--- src/nfhc_defs.svh ---
// nand host controller constants: command codes, address layout, timing counts
`ifndef NFHC_DEFS_SVH
`define NFHC_DEFS_SVH
// ****************************************
// command codes
// ****************************************
`define NFHC_CMD_READ_SETUP   8'h00
`define NFHC_CMD_READ_GO      8'h30
`define NFHC_CMD_COPY_READ    8'h3a
`define NFHC_CMD_COL_CHG      8'h05
`define NFHC_CMD_COL_GO       8'he0
`define NFHC_CMD_CACHE_RD     8'h31
`define NFHC_CMD_CACHE_LAST   8'h3f
`define NFHC_CMD_PROG_SETUP   8'h80
`define NFHC_CMD_PROG_GO      8'h10
`define NFHC_CMD_PROG_COL     8'h85
`define NFHC_CMD_MULTI_RD     8'h60
`define NFHC_CMD_RESET        8'hff
`define NFHC_CMD_STATUS       8'h70
// ****************************************
// address layout
// ****************************************
`define NFHC_COL_W            13
`define NFHC_PAGE_W           17
`define NFHC_INBLK_W          6
`define NFHC_PAGE_BYTES       4352
// ****************************************
// timing, ns and cycles at 10 mhz
// ****************************************
`define NFHC_CLK_NS           100
`define NFHC_STROBE_NS        100
`define NFHC_STROBE_CYC       ((`NFHC_STROBE_NS + `NFHC_CLK_NS - 1) / `NFHC_CLK_NS)
`define NFHC_BUSY_SETTLE_NS   200
`define NFHC_BUSY_SETTLE_CYC  ((`NFHC_BUSY_SETTLE_NS + `NFHC_CLK_NS - 1) / `NFHC_CLK_NS)
`endif

--- src/nfhc_pkg.sv ---
// nand host controller types
package nfhc_pkg;
	typedef enum logic [2:0] {
		NFHC_OP_READ,
		NFHC_OP_CACHE_RD,
		NFHC_OP_CACHE_LAST,
		NFHC_OP_COL_CHG,
		NFHC_OP_PROGRAM,
		NFHC_OP_MULTI_RD,
		NFHC_OP_RESET,
		NFHC_OP_STATUS
	} nfhc_op_e;
	typedef enum logic [1:0] {
		NFHC_BYTE_CMD,
		NFHC_BYTE_ADDR,
		NFHC_BYTE_WDATA,
		NFHC_BYTE_RDATA
	} nfhc_kind_e;
endpackage

--- src/nfhc_strobe.sv ---
// nand host controller: single-byte strobe engine on the shared io bus
`timescale 1ns/100ps
`include "nfhc_defs.svh"
module nfhc_strobe
	import nfhc_pkg::*;
#(
	parameter int unsigned STROBE_CYC = `NFHC_STROBE_CYC
) (
	input  wire logic       clk_i,
	input  wire logic       rst_n_i,
	input  wire logic       go_i,
	input  nfhc_kind_e      kind_i,
	input  wire logic [7:0] byte_i,
	input  wire logic [7:0] io_sync_i,
	output logic            done_o,
	output logic [7:0]      rbyte_o,
	output logic            cle_o,
	output logic            ale_o,
	output logic            write_strobe_n_o,
	output logic            read_strobe_n_o,
	output logic [7:0]      io_o,
	output logic            io_oe_o
);
	initial begin
		if (STROBE_CYC < 1 || STROBE_CYC > 253) $error("strobe width out of range");
	end
	typedef enum logic [1:0] {NFHC_S_IDLE, NFHC_S_LOW, NFHC_S_HIGH} nfhc_sst_e;
	nfhc_sst_e  st_ff, nxt_st;
	logic [7:0] cnt_ff, nxt_cnt;
	logic       cle_ff, nxt_cle, ale_ff, nxt_ale, we_n_ff, nxt_we_n, re_n_ff, nxt_re_n;
	logic       oe_ff, nxt_oe, done_ff, nxt_done;
	logic [7:0] io_ff, nxt_io, rb_ff, nxt_rb;
	logic       is_rd_ff, nxt_is_rd;
	always_comb begin
		nxt_st    = st_ff;
		nxt_cnt   = cnt_ff;
		nxt_cle   = cle_ff;
		nxt_ale   = ale_ff;
		nxt_we_n  = we_n_ff;
		nxt_re_n  = re_n_ff;
		nxt_oe    = oe_ff;
		nxt_io    = io_ff;
		nxt_rb    = rb_ff;
		nxt_done  = 1'b0;
		nxt_is_rd = is_rd_ff;
		case (st_ff)
			NFHC_S_IDLE: begin
				if (go_i) begin
					// kind of byte shown by the latch enables
					nxt_cle   = (kind_i == NFHC_BYTE_CMD);
					nxt_ale   = (kind_i == NFHC_BYTE_ADDR);
					nxt_is_rd = (kind_i == NFHC_BYTE_RDATA);
					nxt_oe    = (kind_i != NFHC_BYTE_RDATA);
					nxt_io    = byte_i;
					nxt_we_n  = (kind_i == NFHC_BYTE_RDATA);
					nxt_re_n  = (kind_i != NFHC_BYTE_RDATA);
					// reads stay low two extra cycles so the synchronised pin holds the new byte
					nxt_cnt   = (kind_i == NFHC_BYTE_RDATA) ? 8'(STROBE_CYC + 2) : 8'(STROBE_CYC);
					nxt_st    = NFHC_S_LOW;
				end
			end
			NFHC_S_LOW: begin
				if (cnt_ff > 8'h01) begin
					nxt_cnt = cnt_ff - 8'h01;
				end else begin
					// rising write strobe latches the byte in the device
					if (is_rd_ff) nxt_rb = io_sync_i;
					nxt_we_n = 1'b1;
					nxt_re_n = 1'b1;
					nxt_cnt  = 8'(STROBE_CYC);
					nxt_st   = NFHC_S_HIGH;
				end
			end
			NFHC_S_HIGH: begin
				if (cnt_ff > 8'h01) begin
					nxt_cnt = cnt_ff - 8'h01;
				end else begin
					nxt_cle  = 1'b0;
					nxt_ale  = 1'b0;
					nxt_oe   = 1'b0;
					nxt_done = 1'b1;
					nxt_st   = NFHC_S_IDLE;
				end
			end
			default: nxt_st = NFHC_S_IDLE;
		endcase
	end
	always_ff @(posedge clk_i or negedge rst_n_i) begin
		if (!rst_n_i) begin
			st_ff    <= NFHC_S_IDLE;
			cnt_ff   <= 8'h00;
			cle_ff   <= 1'b0;
			ale_ff   <= 1'b0;
			we_n_ff  <= 1'b1;
			re_n_ff  <= 1'b1;
			oe_ff    <= 1'b0;
			io_ff    <= 8'h00;
			rb_ff    <= 8'h00;
			done_ff  <= 1'b0;
			is_rd_ff <= 1'b0;
		end else begin
			st_ff    <= nxt_st;
			cnt_ff   <= nxt_cnt;
			cle_ff   <= nxt_cle;
			ale_ff   <= nxt_ale;
			we_n_ff  <= nxt_we_n;
			re_n_ff  <= nxt_re_n;
			oe_ff    <= nxt_oe;
			io_ff    <= nxt_io;
			rb_ff    <= nxt_rb;
			done_ff  <= nxt_done;
			is_rd_ff <= nxt_is_rd;
		end
	end
	assign done_o           = done_ff;
	assign rbyte_o          = rb_ff;
	assign cle_o            = cle_ff;
	assign ale_o            = ale_ff;
	assign write_strobe_n_o = we_n_ff;
	assign read_strobe_n_o  = re_n_ff;
	assign io_o             = io_ff;
	assign io_oe_o          = oe_ff;
	// ****************************************
	// assertions
	// ****************************************
	property p_latch_exclusive;
		@(posedge clk_i) disable iff (!rst_n_i) !(cle_ff && ale_ff);
	endproperty
	a_latch_exclusive: assert property (p_latch_exclusive) else $error("cle and ale both high");
	property p_read_no_drive;
		@(posedge clk_i) disable iff (!rst_n_i) !read_strobe_n_o |-> !io_oe_o;
	endproperty
	a_read_no_drive: assert property (p_read_no_drive) else $error("io driven during read strobe");
	property p_cmd_held;
		@(posedge clk_i) disable iff (!rst_n_i) $rose(write_strobe_n_o) && cle_ff |-> io_oe_o;
	endproperty
	a_cmd_held: assert property (p_cmd_held) else $error("command byte not driven at latch edge");
endmodule

--- src/nfhc_host.sv ---
// nand host controller: command, address and data sequencer driving the nand pins
`timescale 1ns/100ps
`include "nfhc_defs.svh"
// Functional notes
// commands, addresses and data share eight io lines; latch enables tell them apart
// a page holds 4096 main bytes plus 256 spare bytes
// a block holds 64 pages; erase works on whole blocks
// five address bytes: column low, column high, page low, page mid, page bit 16
// page bits 5..0 select page in block, bits 16..6 select block
// read codes 00/30, 05/e0, 31, 3f, 00/3a
// program codes 80/10, 85, 80/15, 80/11, 81/15, 81/10, 8c/15, 8c/10
// erase 60/d0, id 90, status 70/71, reset ff; busy accepts only 70, 71, ff
// after power-up while busy, only reset or status commands may be sent
// power-up preloads read setup, so first read needs address and 30 only
// 30 rising strobe starts array read; device busy, then ready
// read data comes one byte per read strobe from the addressed column
// 05, two column bytes, e0 move output column, repeatable
// 31 copies buffer to cache then fetches the next page
// 3f moves last fetched page without new fetch
// cached reads restart from a normal read when block changes
// two districts: even blocks district 0, odd blocks district 1
// multi read: two 60-prefixed address sets, one block per district, same page bits, then 30
// the two district sets may come in either order
// 80, address, data, then 10 starts automatic program
// device verifies programmed page internally
// device holds a data cache and page buffer of one page each
// each read strobe falling edge advances the column counter
// command byte latched on write strobe rising edge with cle high
// ready/busy is open drain, low while an operation runs
// write protect low blocks program and erase
// reset command aborts any operation and returns ready
module nfhc_host
	import nfhc_pkg::*;
#(
	parameter int unsigned MAX_XFER = `NFHC_PAGE_BYTES
) (
	input  wire logic                   clk_i,
	input  wire logic                   rst_n_i,
	input  wire logic                   req_valid_i,
	input  nfhc_op_e                    req_op_i,
	input  wire logic [`NFHC_COL_W-1:0] req_col_i,
	input  wire logic [`NFHC_PAGE_W-1:0] req_page_i,
	input  wire logic [`NFHC_PAGE_W-1:0] req_page2_i,
	input  wire logic [12:0]            req_len_i,
	input  wire logic                   wdata_valid_i,
	input  wire logic [7:0]             wdata_i,
	input  wire logic [7:0]             io_i,
	input  wire logic                   ready_busy_n_i,
	output logic                        req_ready_o,
	output logic                        req_error_o,
	output logic                        wdata_ready_o,
	output logic                        rdata_valid_o,
	output logic [7:0]                  rdata_o,
	output logic                        done_o,
	output logic                        cle_o,
	output logic                        ale_o,
	output logic                        chip_en_n_o,
	output logic                        write_strobe_n_o,
	output logic                        read_strobe_n_o,
	output logic                        write_protect_n_o,
	output logic [7:0]                  io_o,
	output logic                        io_oe_o
);
	initial begin
		if (MAX_XFER < 1 || MAX_XFER > `NFHC_PAGE_BYTES) $error("transfer length out of range");
	end
	// ****************************************
	// pin synchronisers
	// ****************************************
	logic [7:0] io_m_ff, io_s_ff;
	logic       rb_m_ff, rb_s_ff;
	always_ff @(posedge clk_i or negedge rst_n_i) begin
		if (!rst_n_i) begin
			io_m_ff <= 8'h00;
			io_s_ff <= 8'h00;
			rb_m_ff <= 1'b0;
			rb_s_ff <= 1'b0;
		end else begin
			io_m_ff <= io_i;
			io_s_ff <= io_m_ff;
			rb_m_ff <= ready_busy_n_i;
			rb_s_ff <= rb_m_ff;
		end
	end
	// ****************************************
	// byte list builder
	// ****************************************
	function automatic logic [7:0] addr_byte(input logic [2:0] idx, input logic [`NFHC_COL_W-1:0] col,
		input logic [`NFHC_PAGE_W-1:0] pg);
		case (idx)
			3'h0:    addr_byte = col[7:0];
			3'h1:    addr_byte = {3'h0, col[12:8]};
			3'h2:    addr_byte = pg[7:0];
			3'h3:    addr_byte = pg[15:8];
			default: addr_byte = {7'h00, pg[16]};
		endcase
	endfunction
	typedef enum logic [3:0] {
		NFHC_IDLE, NFHC_CMD1, NFHC_ADDR, NFHC_CMD_MID, NFHC_ADDR2, NFHC_WDATA,
		NFHC_CMD2, NFHC_SETTLE, NFHC_WAIT, NFHC_RDATA, NFHC_FINISH
	} nfhc_st_e;
	nfhc_st_e                 st_ff, nxt_st;
	nfhc_op_e                 op_ff, nxt_op;
	logic [`NFHC_COL_W-1:0]   col_ff, nxt_col;
	logic [`NFHC_PAGE_W-1:0]  pg_ff, nxt_pg, pg2_ff, nxt_pg2, blk_ff, nxt_blk;
	logic [12:0]              len_ff, nxt_len;
	logic [2:0]               idx_ff, nxt_idx, nadr_ff, nxt_nadr;
	logic [7:0]               set_cnt_ff, nxt_set_cnt;
	logic                     busy_ff, nxt_busy, cached_ff, nxt_cached;
	logic                     go_ff, nxt_go, err_ff, nxt_err, done_ff, nxt_done;
	logic                     rv_ff, nxt_rv, wr_ff, nxt_wr, wp_n_ff, nxt_wp_n;
	nfhc_kind_e               kind_ff, nxt_kind;
	logic [7:0]               byte_ff, nxt_byte, rbyte;
	logic                     sdone;
	logic                     same_blk;
	nfhc_strobe u_strobe (
		.clk_i            (clk_i),
		.rst_n_i          (rst_n_i),
		.go_i             (go_ff),
		.kind_i           (kind_ff),
		.byte_i           (byte_ff),
		.io_sync_i        (io_s_ff),
		.done_o           (sdone),
		.rbyte_o          (rbyte),
		.cle_o            (cle_o),
		.ale_o            (ale_o),
		.write_strobe_n_o (write_strobe_n_o),
		.read_strobe_n_o  (read_strobe_n_o),
		.io_o             (io_o),
		.io_oe_o          (io_oe_o)
	);
	assign same_blk = (req_page_i[16:6] == blk_ff[16:6]);
	always_comb begin
		nxt_st      = st_ff;
		nxt_op      = op_ff;
		nxt_col     = col_ff;
		nxt_pg      = pg_ff;
		nxt_pg2     = pg2_ff;
		nxt_blk     = blk_ff;
		nxt_len     = len_ff;
		nxt_idx     = idx_ff;
		nxt_nadr    = nadr_ff;
		nxt_set_cnt = set_cnt_ff;
		nxt_busy    = busy_ff;
		nxt_cached  = cached_ff;
		nxt_go      = 1'b0;
		nxt_err     = 1'b0;
		nxt_done    = 1'b0;
		nxt_rv      = 1'b0;
		nxt_wr      = 1'b0;
		nxt_wp_n    = wp_n_ff;
		nxt_kind    = kind_ff;
		nxt_byte    = byte_ff;
		case (st_ff)
			NFHC_IDLE: begin
				nxt_busy = !rb_s_ff;
				if (req_valid_i) begin
					nxt_op  = req_op_i;
					nxt_col = req_col_i;
					nxt_pg  = req_page_i;
					nxt_pg2 = req_page2_i;
					nxt_len = req_len_i;
					nxt_idx = 3'h0;
					nxt_set_cnt = 8'h00;
					nxt_kind = NFHC_BYTE_CMD;
					nxt_go   = 1'b1;
					nxt_st   = NFHC_CMD1;
					if (busy_ff && req_op_i != NFHC_OP_RESET && req_op_i != NFHC_OP_STATUS) begin
						nxt_err = 1'b1;
						nxt_go  = 1'b0;
						nxt_st  = NFHC_IDLE;
					end else if ((req_op_i == NFHC_OP_CACHE_RD || req_op_i == NFHC_OP_CACHE_LAST) &&
						!(cached_ff && same_blk)) begin
						nxt_err = 1'b1;
						nxt_go  = 1'b0;
						nxt_st  = NFHC_IDLE;
					end else if (req_op_i == NFHC_OP_MULTI_RD &&
						(req_page_i[6] == req_page2_i[6] || req_page_i[5:0] != req_page2_i[5:0])) begin
						nxt_err = 1'b1;
						nxt_go  = 1'b0;
						nxt_st  = NFHC_IDLE;
					end
					case (req_op_i)
						NFHC_OP_READ:       begin nxt_byte = `NFHC_CMD_READ_SETUP; nxt_nadr = 3'h5; end
						NFHC_OP_CACHE_RD:   begin nxt_byte = `NFHC_CMD_CACHE_RD;   nxt_nadr = 3'h0; end
						NFHC_OP_CACHE_LAST: begin nxt_byte = `NFHC_CMD_CACHE_LAST; nxt_nadr = 3'h0; end
						NFHC_OP_COL_CHG:    begin nxt_byte = `NFHC_CMD_COL_CHG;    nxt_nadr = 3'h2; end
						NFHC_OP_PROGRAM:    begin nxt_byte = `NFHC_CMD_PROG_SETUP; nxt_nadr = 3'h5; end
						NFHC_OP_MULTI_RD:   begin nxt_byte = `NFHC_CMD_MULTI_RD;   nxt_nadr = 3'h3; end
						NFHC_OP_RESET:      begin nxt_byte = `NFHC_CMD_RESET;      nxt_nadr = 3'h0; end
						default:            begin nxt_byte = `NFHC_CMD_STATUS;     nxt_nadr = 3'h0; end
					endcase
					nxt_wp_n = (req_op_i == NFHC_OP_PROGRAM) && nxt_go;
				end
			end
			NFHC_CMD1, NFHC_CMD_MID: begin
				if (sdone) begin
					if (nadr_ff != 3'h0) begin
						nxt_kind = NFHC_BYTE_ADDR;
						nxt_idx  = (op_ff == NFHC_OP_MULTI_RD) ? 3'h2 : 3'h0;
						nxt_byte = addr_byte((op_ff == NFHC_OP_MULTI_RD) ? 3'h2 : 3'h0, col_ff,
							(set_cnt_ff == 8'h01) ? pg2_ff : pg_ff);
						nxt_go   = 1'b1;
						nxt_st   = NFHC_ADDR;
					end else if (op_ff == NFHC_OP_STATUS) begin
						nxt_kind = NFHC_BYTE_RDATA;
						nxt_len  = 13'h0001;
						nxt_go   = 1'b1;
						nxt_st   = NFHC_RDATA;
					end else begin
						nxt_st      = NFHC_SETTLE;
						nxt_len     = (op_ff == NFHC_OP_RESET) ? 13'h0000 : len_ff;
						// only the settle path reloads the counter; it marks the second set otherwise
						nxt_set_cnt = 8'(`NFHC_BUSY_SETTLE_CYC);
					end
				end
			end
			NFHC_ADDR: begin
				if (sdone) begin
					if (idx_ff == 3'h4 || (op_ff == NFHC_OP_COL_CHG && idx_ff == 3'h1)) begin
						nxt_kind = (op_ff == NFHC_OP_PROGRAM) ? NFHC_BYTE_WDATA : NFHC_BYTE_CMD;
						if (op_ff == NFHC_OP_MULTI_RD && pg2_ff != pg_ff && nadr_ff == 3'h3) begin
							nxt_byte = `NFHC_CMD_MULTI_RD;
							nxt_nadr = 3'h4;
							nxt_set_cnt = 8'h01;
							nxt_go   = 1'b1;
							nxt_st   = NFHC_CMD_MID;
						end else if (op_ff == NFHC_OP_PROGRAM) begin
							nxt_wr = 1'b1;
							nxt_st = NFHC_WDATA;
						end else begin
							nxt_byte = (op_ff == NFHC_OP_COL_CHG) ? `NFHC_CMD_COL_GO : `NFHC_CMD_READ_GO;
							nxt_go   = 1'b1;
							nxt_st   = NFHC_CMD2;
						end
					end else begin
						nxt_idx  = idx_ff + 3'h1;
						nxt_byte = addr_byte(idx_ff + 3'h1, col_ff, (set_cnt_ff == 8'h01) ? pg2_ff : pg_ff);
						nxt_go   = 1'b1;
					end
				end
			end
			NFHC_WDATA: begin
				if (len_ff == 13'h0000) begin
					// confirm byte waits until the last data strobe has finished
					if (sdone || wr_ff) begin
						nxt_kind = NFHC_BYTE_CMD;
						nxt_byte = `NFHC_CMD_PROG_GO;
						nxt_go   = 1'b1;
						nxt_st   = NFHC_CMD2;
					end
				end else if (sdone || wr_ff) begin
					nxt_wr = 1'b1;
					if (wdata_valid_i && wr_ff) begin
						nxt_byte = wdata_i;
						nxt_len  = len_ff - 13'h0001;
						nxt_go   = 1'b1;
						nxt_wr   = 1'b0;
					end
				end
			end
			NFHC_CMD2: begin
				if (sdone) begin
					nxt_set_cnt = 8'(`NFHC_BUSY_SETTLE_CYC);
					nxt_st      = NFHC_SETTLE;
					if (op_ff == NFHC_OP_PROGRAM) nxt_len = 13'h0000;
				end
			end
			NFHC_SETTLE: begin
				// device needs time to pull ready/busy low after the confirm edge
				if (set_cnt_ff > 8'h01) nxt_set_cnt = set_cnt_ff - 8'h01;
				else nxt_st = NFHC_WAIT;
			end
			NFHC_WAIT: begin
				if (rb_s_ff) begin
					if (op_ff == NFHC_OP_READ || op_ff == NFHC_OP_MULTI_RD) begin
						nxt_cached = 1'b1;
						nxt_blk    = pg_ff;
					end
					if (op_ff == NFHC_OP_CACHE_LAST || op_ff == NFHC_OP_RESET || op_ff == NFHC_OP_PROGRAM)
						nxt_cached = 1'b0;
					if (len_ff != 13'h0000) begin
						nxt_kind = NFHC_BYTE_RDATA;
						nxt_go   = 1'b1;
						nxt_st   = NFHC_RDATA;
					end else begin
						nxt_st = NFHC_FINISH;
					end
				end
			end
			NFHC_RDATA: begin
				if (sdone) begin
					nxt_rv  = 1'b1;
					nxt_len = len_ff - 13'h0001;
					if (len_ff == 13'h0001) nxt_st = NFHC_FINISH;
					else nxt_go = 1'b1;
				end
			end
			NFHC_FINISH: begin
				nxt_done = 1'b1;
				nxt_wp_n = 1'b0;
				nxt_st   = NFHC_IDLE;
			end
			default: nxt_st = NFHC_IDLE;
		endcase
	end
	always_ff @(posedge clk_i or negedge rst_n_i) begin
		if (!rst_n_i) begin
			st_ff      <= NFHC_IDLE;
			op_ff      <= NFHC_OP_READ;
			col_ff     <= '0;
			pg_ff      <= '0;
			pg2_ff     <= '0;
			blk_ff     <= '0;
			len_ff     <= 13'h0000;
			idx_ff     <= 3'h0;
			nadr_ff    <= 3'h0;
			set_cnt_ff <= 8'h00;
			busy_ff    <= 1'b1;
			cached_ff  <= 1'b0;
			go_ff      <= 1'b0;
			err_ff     <= 1'b0;
			done_ff    <= 1'b0;
			rv_ff      <= 1'b0;
			wr_ff      <= 1'b0;
			wp_n_ff    <= 1'b0;
			kind_ff    <= NFHC_BYTE_CMD;
			byte_ff    <= 8'h00;
		end else begin
			st_ff      <= nxt_st;
			op_ff      <= nxt_op;
			col_ff     <= nxt_col;
			pg_ff      <= nxt_pg;
			pg2_ff     <= nxt_pg2;
			blk_ff     <= nxt_blk;
			len_ff     <= nxt_len;
			idx_ff     <= nxt_idx;
			nadr_ff    <= nxt_nadr;
			set_cnt_ff <= nxt_set_cnt;
			busy_ff    <= nxt_busy;
			cached_ff  <= nxt_cached;
			go_ff      <= nxt_go;
			err_ff     <= nxt_err;
			done_ff    <= nxt_done;
			rv_ff      <= nxt_rv;
			wr_ff      <= nxt_wr;
			wp_n_ff    <= nxt_wp_n;
			kind_ff    <= nxt_kind;
			byte_ff    <= nxt_byte;
		end
	end
	logic ready_ff;
	always_ff @(posedge clk_i or negedge rst_n_i) begin
		if (!rst_n_i) ready_ff <= 1'b0;
		else ready_ff <= (nxt_st == NFHC_IDLE) && !req_valid_i;
	end
	assign req_ready_o       = ready_ff;
	assign req_error_o       = err_ff;
	assign wdata_ready_o     = wr_ff;
	assign rdata_valid_o     = rv_ff;
	assign rdata_o           = rbyte;
	assign done_o            = done_ff;
	assign chip_en_n_o       = 1'b0;
	assign write_protect_n_o = wp_n_ff;
	// ****************************************
	// assertions
	// ****************************************
	property p_busy_refuse;
		@(posedge clk_i) disable iff (!rst_n_i)
		st_ff == NFHC_IDLE && busy_ff && req_valid_i && req_op_i == NFHC_OP_PROGRAM |=> err_ff && st_ff == NFHC_IDLE;
	endproperty
	a_busy_refuse: assert property (p_busy_refuse) else $error("program sent while busy");
	property p_wp_idle;
		@(posedge clk_i) disable iff (!rst_n_i) op_ff != NFHC_OP_PROGRAM && st_ff != NFHC_IDLE |-> !wp_n_ff;
	endproperty
	a_wp_idle: assert property (p_wp_idle) else $error("write protect released outside program");
	property p_wait_ready;
		@(posedge clk_i) disable iff (!rst_n_i) st_ff == NFHC_WAIT && !rb_s_ff |=> st_ff == NFHC_WAIT;
	endproperty
	a_wait_ready: assert property (p_wait_ready) else $error("left wait while device busy");
	property p_rd_count;
		@(posedge clk_i) disable iff (!rst_n_i) rv_ff && st_ff == NFHC_RDATA |-> len_ff != 13'h0000;
	endproperty
	a_rd_count: assert property (p_rd_count) else $error("read byte count underflow");
	property p_cache_guard;
		@(posedge clk_i) disable iff (!rst_n_i)
		st_ff == NFHC_IDLE && req_valid_i && req_op_i == NFHC_OP_CACHE_RD && !cached_ff |=> err_ff;
	endproperty
	a_cache_guard: assert property (p_cache_guard) else $error("cached read without base read");
	property p_multi_district;
		@(posedge clk_i) disable iff (!rst_n_i) st_ff == NFHC_CMD_MID |-> pg_ff[6] != pg2_ff[6];
	endproperty
	a_multi_district: assert property (p_multi_district) else $error("multi read same district");
	property p_col_high;
		@(posedge clk_i) disable iff (!rst_n_i) st_ff == NFHC_ADDR && idx_ff == 3'h1 |-> byte_ff[7:5] == 3'h0;
	endproperty
	a_col_high: assert property (p_col_high) else $error("column high byte top bits set");
	property p_settle;
		@(posedge clk_i) disable iff (!rst_n_i) st_ff == NFHC_CMD2 && sdone |=> st_ff == NFHC_SETTLE;
	endproperty
	a_settle: assert property (p_settle) else $error("no settle after confirm");
endmodule

--- config.mk ---
export PLATFORM = sky130hd
export DESIGN_NAME = nfhc_host
export DESIGN_NICKNAME = d
export VERILOG_FILES = /design/src/nfhc_pkg.sv /design/src/nfhc_strobe.sv /design/src/nfhc_host.sv
export VERILOG_INCLUDE_DIRS = /design/src
export SDC_FILE = /design/constraint.sdc
export NUM_CORES = 1
export LEC_CHECK = 0
export BUFFER_PORTS_ARGS = -buffer_cell sky130_fd_sc_hd__buf_2
export CORE_AREA = 2 2 144 132
export DETAILED_ROUTE_END_ITERATION = 10
export DIE_AREA = 0 0 146 134
export GPL_TIMING_DRIVEN = 0
export PLACE_DENSITY = 0.7
export SLEW_MARGIN = 40
export SYNTH_ARGS = -nofsm -noshare
export SYNTH_HDL_FRONTEND = slang
export SYNTH_HIERARCHICAL = 1
export SYNTH_SLANG_ARGS = --single-unit
--- constraint.sdc ---
create_clock -name clk_i -period 2.98 [get_ports clk_i]
set_input_delay 0.149 -clock clk_i [delete_from_list [all_inputs] [get_ports clk_i]]
set_output_delay 0.149 -clock clk_i [all_outputs]
set_load 0.02 [all_outputs]
# After elaboration in Yosys (flattened, before gate mapping)
# Cells that the tools add are included.
[classes]
bitwise_logic = 1
mux = 148
n_eq_ne = 70
shifts = 0
n_reduce_logical = 61
multipliers = 0
div_mod_pow = 0
add_sub_neg = 4
magnitude_cmp = 2
[ops]
columns = ["cell", "count"]
rows = [
  ["2-to-1 mux 8 bit", 24],
  ["2-to-1 mux 13 bit", 11],
  ["case mux 8 bit (4 select lines)", 3],
  ["case mux 13 bit (5 select lines)", 1],
  ["case mux 8 bit (7 select lines)", 1],
  ["2-to-1 mux 4 bit", 13],
  ["2-to-1 mux 1 bit", 50],
  ["case mux 8 bit (5 select lines)", 1],
  ["inequality test 2 bit (second input constant)", 19],
  ["2-to-1 mux 2 bit", 18],
  ["case mux 4 bit (8 select lines)", 1],
  ["2-to-1 mux 3 bit", 10],
  ["== test 3 bit (second input constant)", 8],
  ["case mux 8 bit (3 select lines)", 1],
  ["== test 3 x 2 -> 1 bit (second input constant)", 7],
  ["AND reduction 3 bit", 7],
  ["AND reduction 10 bit", 2],
  ["case mux 3 bit (3 select lines)", 2],
  ["2-to-1 mux 17 bit", 1],
  ["inequality test 17 bit", 1],
  ["> comparator 8 x 1 -> 1 bit (second input constant)", 2],
  ["subtractor 8 x 1 -> 8 bit (second input constant)", 2],
  ["inequality test 3 bit (second input constant)", 5],
  ["nonzero test 5 bit", 3],
  ["other kinds (39)", 93],
]
[totals]
latch_bits = 0
reg_bits = 168
mem_count = 0
wordCells = 322
rom_bits = 0
out_inout_bits = 28
input_bits = 84
mem_bits_rw = 0

# Depth between registers and ports, before layout
# Gate-level depths: netlist of run 1.
[depth]
depth_word = 11
depth_mapped = 9
depth_no_buf = 8

# Cells and area by module
# The synthesis of run 1 kept the hierarchy.
[modules_own_cells]
columns = ["mod", "instances", "seq_area_each_um2", "area_each_um2", "cells_per_inst"]
rows = [
  ["nfhc_host", 1, 3229.3, 7168.1, 810],
  ["nfhc_strobe", 1, 828.3, 1730.4, 151],
]

# Least setup slack after synthesis of run 1
# No wires, ideal clock.
[synth_timing]
kind = "register to register"
start = "reg len_ff[6]"
end = "reg byte_ff[6]"
path_stages_with_launch = 7
arrival_ns = 2.564
synth_period_minus_slack_ns = 2.685
path_slack_ns = 0.295
path_buffers = 0
required_time_ns = 2.860
setup_ns = 0.120
path_cell_list = "dfrtp_1 -> or4_4 -> nor4_4 -> nor2_2 -> a2111o_1 -> a2111o_1 -> o211a_1"
[synth_between]
elab_chain_cells = 3
elab_cells_between_ends = 5
classes_between = "eq/ne: 1; mux: 2; reduce/logical: 2"
[synth_rtl]
columns = ["element", "line_no", "text"]
rows = [
  ["from (decl)", "nfhc_host.sv:106", "logic [12:0] len_ff, nxt_len;"],
  ["from (signal assigned)", "nfhc_host.sv:336", "len_ff <= nxt_len;"],
  ["logical NOT 13 bit (*)", "nfhc_host.sv:244", "if (len_ff == 13'h0000) begin"],
  ["inequality test 3 bit (no line) or 2-to-1 mux 8 bit (tied branches)", "--", ""],
  ["AND reduction 8 bit (no line) or case mux 8 bit (4 select lines) (tied branches)", "--", ""],
  ["to (signal assigned)", "nfhc_host.sv:349", "byte_ff <= nxt_byte;"],
  ["to (decl)", "nfhc_host.sv:113", "logic [7:0] byte_ff, nxt_byte, rbyte;"],
]
# Every way passes the cells marked *; elsewhere a longest branch is shown, timed or not.
# A chain may end at the register's enable or synchronous reset.

# Worst setup path in the final report of run 1
[layout_timing]
start = "reg op_ff[0]"
end = "reg set_cnt_ff[1]"
[layout_between]
elab_chain_cells = 5
elab_cells_between_ends = 11
classes_between = "eq/ne: 6; reduce/logical: 5"
[layout_rtl]
columns = ["element", "line_no", "text"]
rows = [
  ["from (decl)", "nfhc_host.sv:103", "nfhc_op_e op_ff, nxt_op;"],
  ["from (signal assigned)", "nfhc_host.sv:331", "op_ff <= nxt_op;"],
  ["== test 3 bit or == test 3 x 2 -> 1 bit (tied branches)", "nfhc_host.sv:222, nfhc_host.sv:220", ""],
  ["logical AND 1 bit (on tied branches)", "nfhc_host.sv:222, nfhc_host.sv:220", ""],
  ["logical AND 1 bit or logical OR 1 bit (tied branches)", "nfhc_host.sv:222, nfhc_host.sv:220", ""],
  ["inequality test 2 bit (no line)", "--", ""],
  ["AND reduction 10 bit (no line) (*)", "--", ""],
  ["to (signal assigned)", "nfhc_host.sv:339", "set_cnt_ff <= nxt_set_cnt;"],
  ["to (decl)", "nfhc_host.sv:108", "logic [7:0] set_cnt_ff, nxt_set_cnt;"],
]
# Marked as above.

==> reports/results.tsv, run 1 <==
metric	value	unit
ys.flop_type	dfrtp_1	
hold_viol_final	0	
die_w	146	um
critPathMaxFanout	8	
async_reset_ff_share	100.0	%
dr.pass1.iters	5	
htree_levels	4	
yosys_warnings	6	
clockBufferDepth	2	
yosys-top-cells-count	201 x nand2_1, 159 x dfrtp_1, 58 x nor2_1	
yosysSeqAreaShare	45.60	%
cp-end-kind	flop	
crit_arrival	3160	ps
synth_edf_count	0	
grt_pass1_vias	7767	
whs	8.375	ps
dp.final_hpwl	17790	um
worstPathRequired	3290	ps
synth_area	0.008899	sq mm
setup_viol	0	
rsz0062_at_grt	no	
drt_iter0_markers	919	
grtUsageMet3	5.646	%
netlist_instances	961	
worst_slew_margin_rel	50.96	%
start_util	49.13	%
row_count	47	
grt_pass1_wl	40960	um
p_leak	0.005210	uW
syn_to_final_growth	24.85	%
die-area	0.01956	sq mm
clockRootBuffer	clkbuf_16	
route.antenna.remaining_nets	0	
use_met1	38.64	%
path_cells	clkbuf_1, nand3b_1, o21ai_4, a21oi_1, or4_1, o21ba_2, mux2_2	
cts_tree	done	
synthDistinctLibCells	88	
die_h	134	um
met2_usage	39.20	%
drt_wl_total	25190	um
crit_type	reg2reg	
grtUsageTotal	26.18	%
io-pin-count	112	
dp.cells	1316	
slew_viol_final	0	
worst_clock_skew	15.43	ps
hold_class	in2reg	
grt_max_degree	75	
clock_sinks	162	
drc	0	
worstSetupStartpointType	flop	
cts_made_buffers	17	
post-route-period-util	95.72	%
clkTransAtPathRegs	70	ps
core_area	0.01811	sq mm
period_needed	2852	ps
wire_per_inst	17.83	um
synth_most_common_cell	nand2_1	
vias	8214	
peakVddDrop	0.5931	mV
yosys-top-cells-area	dfrtp_1 45%, nand2_1 8.5%, mux2_2 3.2%	
gp_congestion	0.9690	
fin_cells	1413	
final_net_count	1256	
worst_pin_slew	730.0	ps
grt-busiest-layer	met2	
syn_avg_cell_area	9.260	sq um
io_buffers	108	
cpPeakStageDelay	560	ps
power_density	659.2	mW/mm^2
grt_overflow	0	
yosysTopAreaCellShare	44.71	%
ys_ff_latch	162	
status	completed	
via_per_inst	5.813	
drive_above_1_share	19.09	%
antenna_found_initial	0	
synth.largest_area_cell	dfrtp_1	
slowest_stage	or4_1	
fmax	0.3506	GHz
syn_nets	1061	
num_antenna_cells	0	
clk_latency	430	ps
drv_cap	0	
[cells in the final DEF (no fill, tap or decap), drive strengths merged, types with 6 or more instances in the layout]
cell type,Yosys,routed
clkinv,0,6
o2bb2ai,13,13
nand2,201,201
nand3,35,35
a31oi,13,13
o211ai,9,9
dfrtp,159,159
mux2i,12,12
nor2b,10,10
or3,7,7
a21oi,49,49
clkbuf,40,56
nor2,59,59
a22o,8,8
xor2,7,7
nor3,22,22
dlygate4sd3,0,60
ha,16,16
o21ai,45,45
a22oi,7,7
and3,10,10
xnor2,32,32
mux2,33,33
nor4,8,8
a21o,6,6
buf,6,124
nand2b,8,8
inv,26,30
nand4,16,16
[power breakdown]
part	internal, uW	switching, uW	total [uW]
Clock	1180	930	2110
Sequential	2450	224	2670
Combinational	1030	1510	2540
[sequential cells by signal, indices dropped and copies added (netlist names), 2 cells and up]
signal            count
io_m_ff               8
pg2_ff               17
byte_ff               8
st_ff                 4
pg_ff                17
io_s_ff               8
blk_ff               11
u_strobe/io_o         8
kind_ff               2
op_ff                 3
col_ff               13
u_strobe/cnt_ff       8
u_strobe/st_ff        2
nadr_ff               3
idx_ff                3
set_cnt_ff            8
len_ff               13
u_strobe/rbyte_o      8
[critical path, delay by kind of cell, from the launching register on]
kind                   cells  cell delay (ps)
AOI/OAI and AO/OA          3              850
buffers and inverters      1              310
DFF                        1              320
muxes                      1              350
and+or+nand+nor            2              910
[per-stage QoR]
step / TNS, ps / util, % / setup slack (ps) / total power, uW / instance area (sq um)
finish: 0 / 61.34 / 127.7 / 7323 / 11110
global route: 0 / 61.34 / 1.523 / 7751 / 11110
CTS: 0 / 60.74 / 6.538 / 7282 / 11000
detailed placement: -219.7 / 54.30 / -102.6 / 5080 / 9836
global placement: -116170 / 53.81 / -735.0 / 5051 / 9746
floorplan: 0 / - / 295.5 / 4405 / 8899
[cell type report]
cell class	count	area, sq um
inverters	26	97.59
clock inverters	13	126.4
plain buffers	44	191.4
repair buffers	178	1266
well taps	245	306.5
multi-input cells	727	4624
clock buffers	18	439.2
fillers	1584	7003
flip-flops and latches	162	4058
[timing repair]
action / in CTS / in global routing
gates resized for setup: 0 / 16
buffers inserted: 0 / 8
setup endpoints to repair: 4 / 22
hold endpoints to repair: 147 / 0
pin swaps: 1 / 2
hold buffers: 60 / 0
[final timing paths]
kind	start	to	slack, ps	cells past startpoint
worst max register to register	op_ff[0]	set_cnt_ff[1]	130	7
worst min register to register	io_m_ff[0]	io_s_ff[0]	350	0
max in group asynchronous	rst_n_i	busy_ff	1820	4
worst max-delay path	op_ff[0]	set_cnt_ff[1]	130	7
min in group asynchronous	rst_n_i	u_strobe/io_o[1]	180	2
worst min-delay path	req_len_i[1]	len_ff[1]	8	3
[routing by layer]
| layer | share of wire [%] | wire length, um |
|---|---|---|
| met1 | 46 | 11550 |
| met4 | 1.6 | 394 |
| met2 | 44 | 11070 |
| met3 | 8.6 | 2169 |
| met5 | 0 | 0 |
[cells by family after synthesis]
family	count (synthesis)	share of synthesized area, %
AOI/OAI and AO/OA	218	17.10
xor gates and xnor gates	39	3.839
adders and majority gates	16	2.250
buffers and inverters	72	3.304
DFF	162	45.60
muxes	45	5.863
other	1	0.04214
and+or+nand+nor	408	22.01
No activity file was read; power rests on OpenSTA's default activity.
==> inputs of run 2 (changes only) <==
- ABC_AREA: not set -> 1
- CORE_AREA: 2 2 144 132 -> 2 2 145 133
- DIE_AREA: 0 0 146 134 -> 0 0 147 135
- PLACE_DENSITY: 0.7 -> 0.69
==> run 2 against run 1 <==
Global-route usage is 0.52 points higher; area after synthesis is 1.0% higher; critical path depth is 5 higher; critical endpoint is now byte_ff[3]; final area is 0.54% lower; highest routed layer unchanged; clock skew is 5.7 ps lower; die area is 1.4% higher; critical path type unchanged.
==> reports/results.tsv, run 2 <==
metric	value	unit
syn_to_final_growth	22.89	%
async_reset_ff_share	100.0	%
fin_util	60.61	%
yosys-top-cells-count	326 x nand2_1, 159 x dfrtp_1, 136 x inv_1	
drc	0	
most-common-layout-cells	326 x nand2_1, 159 x dfrtp_1, 136 x inv_1	
htree_levels	4	
reg.largest.list	pg2_ff x17, pg_ff x17	
clkTransAtPathRegs	60	ps
drv_cap	0	
crit_arrival	2910	ps
critPathMaxFanout	10	
grtUsageTotal	26.70	%
netlist_instances	1190	
worstSetupStartpointType	flop	
clk_latency	430	ps
synth.largest_area_cell	dfrtp_1	
fmax	0.3863	GHz
post-route-period-util	86.86	%
dp.final_hpwl	18640	um
cp-end-kind	flop	
worstPathRequired	3300	ps
row_count	47	
yosysTopAreaCellShare	44.25	%
mostFrequentLayoutCell	nand2_1	
synth_edf_count	0	
cts_resized	0	
rsz0062_at_grt	no	
route.antenna.remaining_nets	0	
hold_viol_final	0	
via_per_inst	5.200	
cts_tree	done	
syn_nets	1290	
ys_ff_latch	162	
die_h	135	um
worst_slew_margin_rel	63.22	%
crit_type	reg2reg	
synthDistinctLibCells	47	
drive_above_1_share	17.10	%
yosys_warnings	6	
start_util	49.32	%
die-area	0.01985	sq mm
clockRootBuffer	clkbuf_16	
ys.flop_type	dfrtp_1	
grt_pass1_vias	8157	
wire_per_inst	15.72	um
cts_made_buffers	17	
clockBufferDepth	2	
core_area	0.01823	sq mm
peakVddDrop	0.4581	mV
drt_iter0_markers	821	
n_fill_cell	1632	
synth_most_common_cell	nand2_1	
num_antenna_cells	0	
gp_congestion	0.9207	
worst_clock_skew	9.685	ps
p_total	10480	uW
clock_sinks	162	
final_net_count	1480	
io_buffers	110	
synth_area	0.008991	sq mm
io-pin-count	112	
vias	8513	
drt_wl_total	25740	um
status	completed	
grt_overflow	0	
dr.pass1.iters	5	
yosysSeqAreaShare	45.13	%
period_needed	2589	ps
antenna_found_initial	0	
worst_pin_slew	551.6	ps
grt_max_degree	71	
setup_viol	0	
die_w	147	um
grt_pass1_wl	41610	um
slew_viol_final	0	
hold_class	in2reg	
yosys-top-cells-area	dfrtp_1 44%, nand2_1 14%, o21ai_0 5.9%	
power_density	948.4	mW/mm^2
syn_avg_cell_area	7.556	sq um
p_leak	0.005584	uW
## run 2: layout make-up
class | count | area (sq um) | area share [%]
multi-input combinational | 846 | 4207 | 38.07
sequential | 162 | 4058 | 36.72
timing repair buffer | 171 | 1206 | 10.92
inverter | 154 | 579.3 | 5.243
clock buffer | 20 | 466.7 | 4.224
tap | 245 | 306.5 | 2.774
buffer | 28 | 147.6 | 1.336
clock inverter | 11 | 78.83 | 0.7134
## run 2: layer usage
metal / part of all wire [%] / GRT usage, % / vias to the layer above
met2: 44 / 40.56 / 321
met1: 48 / 39.11 / 3968
met5: 0 / 0 / -
met4: 1.8 / 7.799 / 0
met3: 6.9 / 5.169 / 32
li1: - / - / 4192
## run 2: worst paths after layout
path | startpoint | end | slack [ps] | depth (start not counted)
setup / recovery | set_cnt_ff[1] | byte_ff[3] | 390 | 12
hold / removal | req_len_i[9] | len_ff[9] | 10 | 3
setup reg to reg | set_cnt_ff[1] | byte_ff[3] | 390 | 12
hold reg to reg | rb_m_ff | rb_s_ff | 350 | 0
max in group asynchronous | rst_n_i | busy_ff | 2140 | 3
min in group asynchronous | rst_n_i | blk_ff[11] | 170 | 2
## run 2: critical path, stage by stage, from the launching register on
cell and delay, ps:
dfrtp_1 390, inv_1 80, ha_1 140, inv_1 40, nor2_1 160, nand2_1 260, clkbuf_1 330, o21ai_0 460
nand2_1 100, o21ai_1 140, nand3_1 180, nor2_1 150, nor2_1 50
## run 2: through the flow
step           area [sq um]  setup TNS [ps]  cells  setup WS, ps  hold slack, ps
3_5_place_dp           9913               0   1547         513.4           33.92
3_3_place_gp           9848         -121180   1545        -778.5           257.5
2_1_floorplan          8991               0   1190          1166          -146.6
4_1_cts               11050               0   1637         440.2           1.795
5_1_grt               11050               0   1637         183.6           28.37
6_report              11050               0   1637         391.4           11.62
## run 2: repair_timing
item / CTS / global route
setup endpoints to repair: 0 / 0
hold buffers: 59 / 0
setup buffers: 0 / 0
endpoints found under the hold margin: 217 / 0
## run 2: cell families after synthesis
family / share of synthesized area, %
fa+ha+maj: 2.227
mux: 1.002
buf+inv: 8.085
xor+xnor: 2.811
compound gates: 11.94
simple gates: 28.76
other cells: 0.04171
flops: 45.13
## run 2: power breakdown
part | switching [uW] | leakage (uW) | internal, uW
logic | 3210 | 0.00328 | 1680
clock network | 923 | 0.000268 | 1130
registers | 568 | 0.00204 | 2960
total | 4700 | 0.00558 | 5780
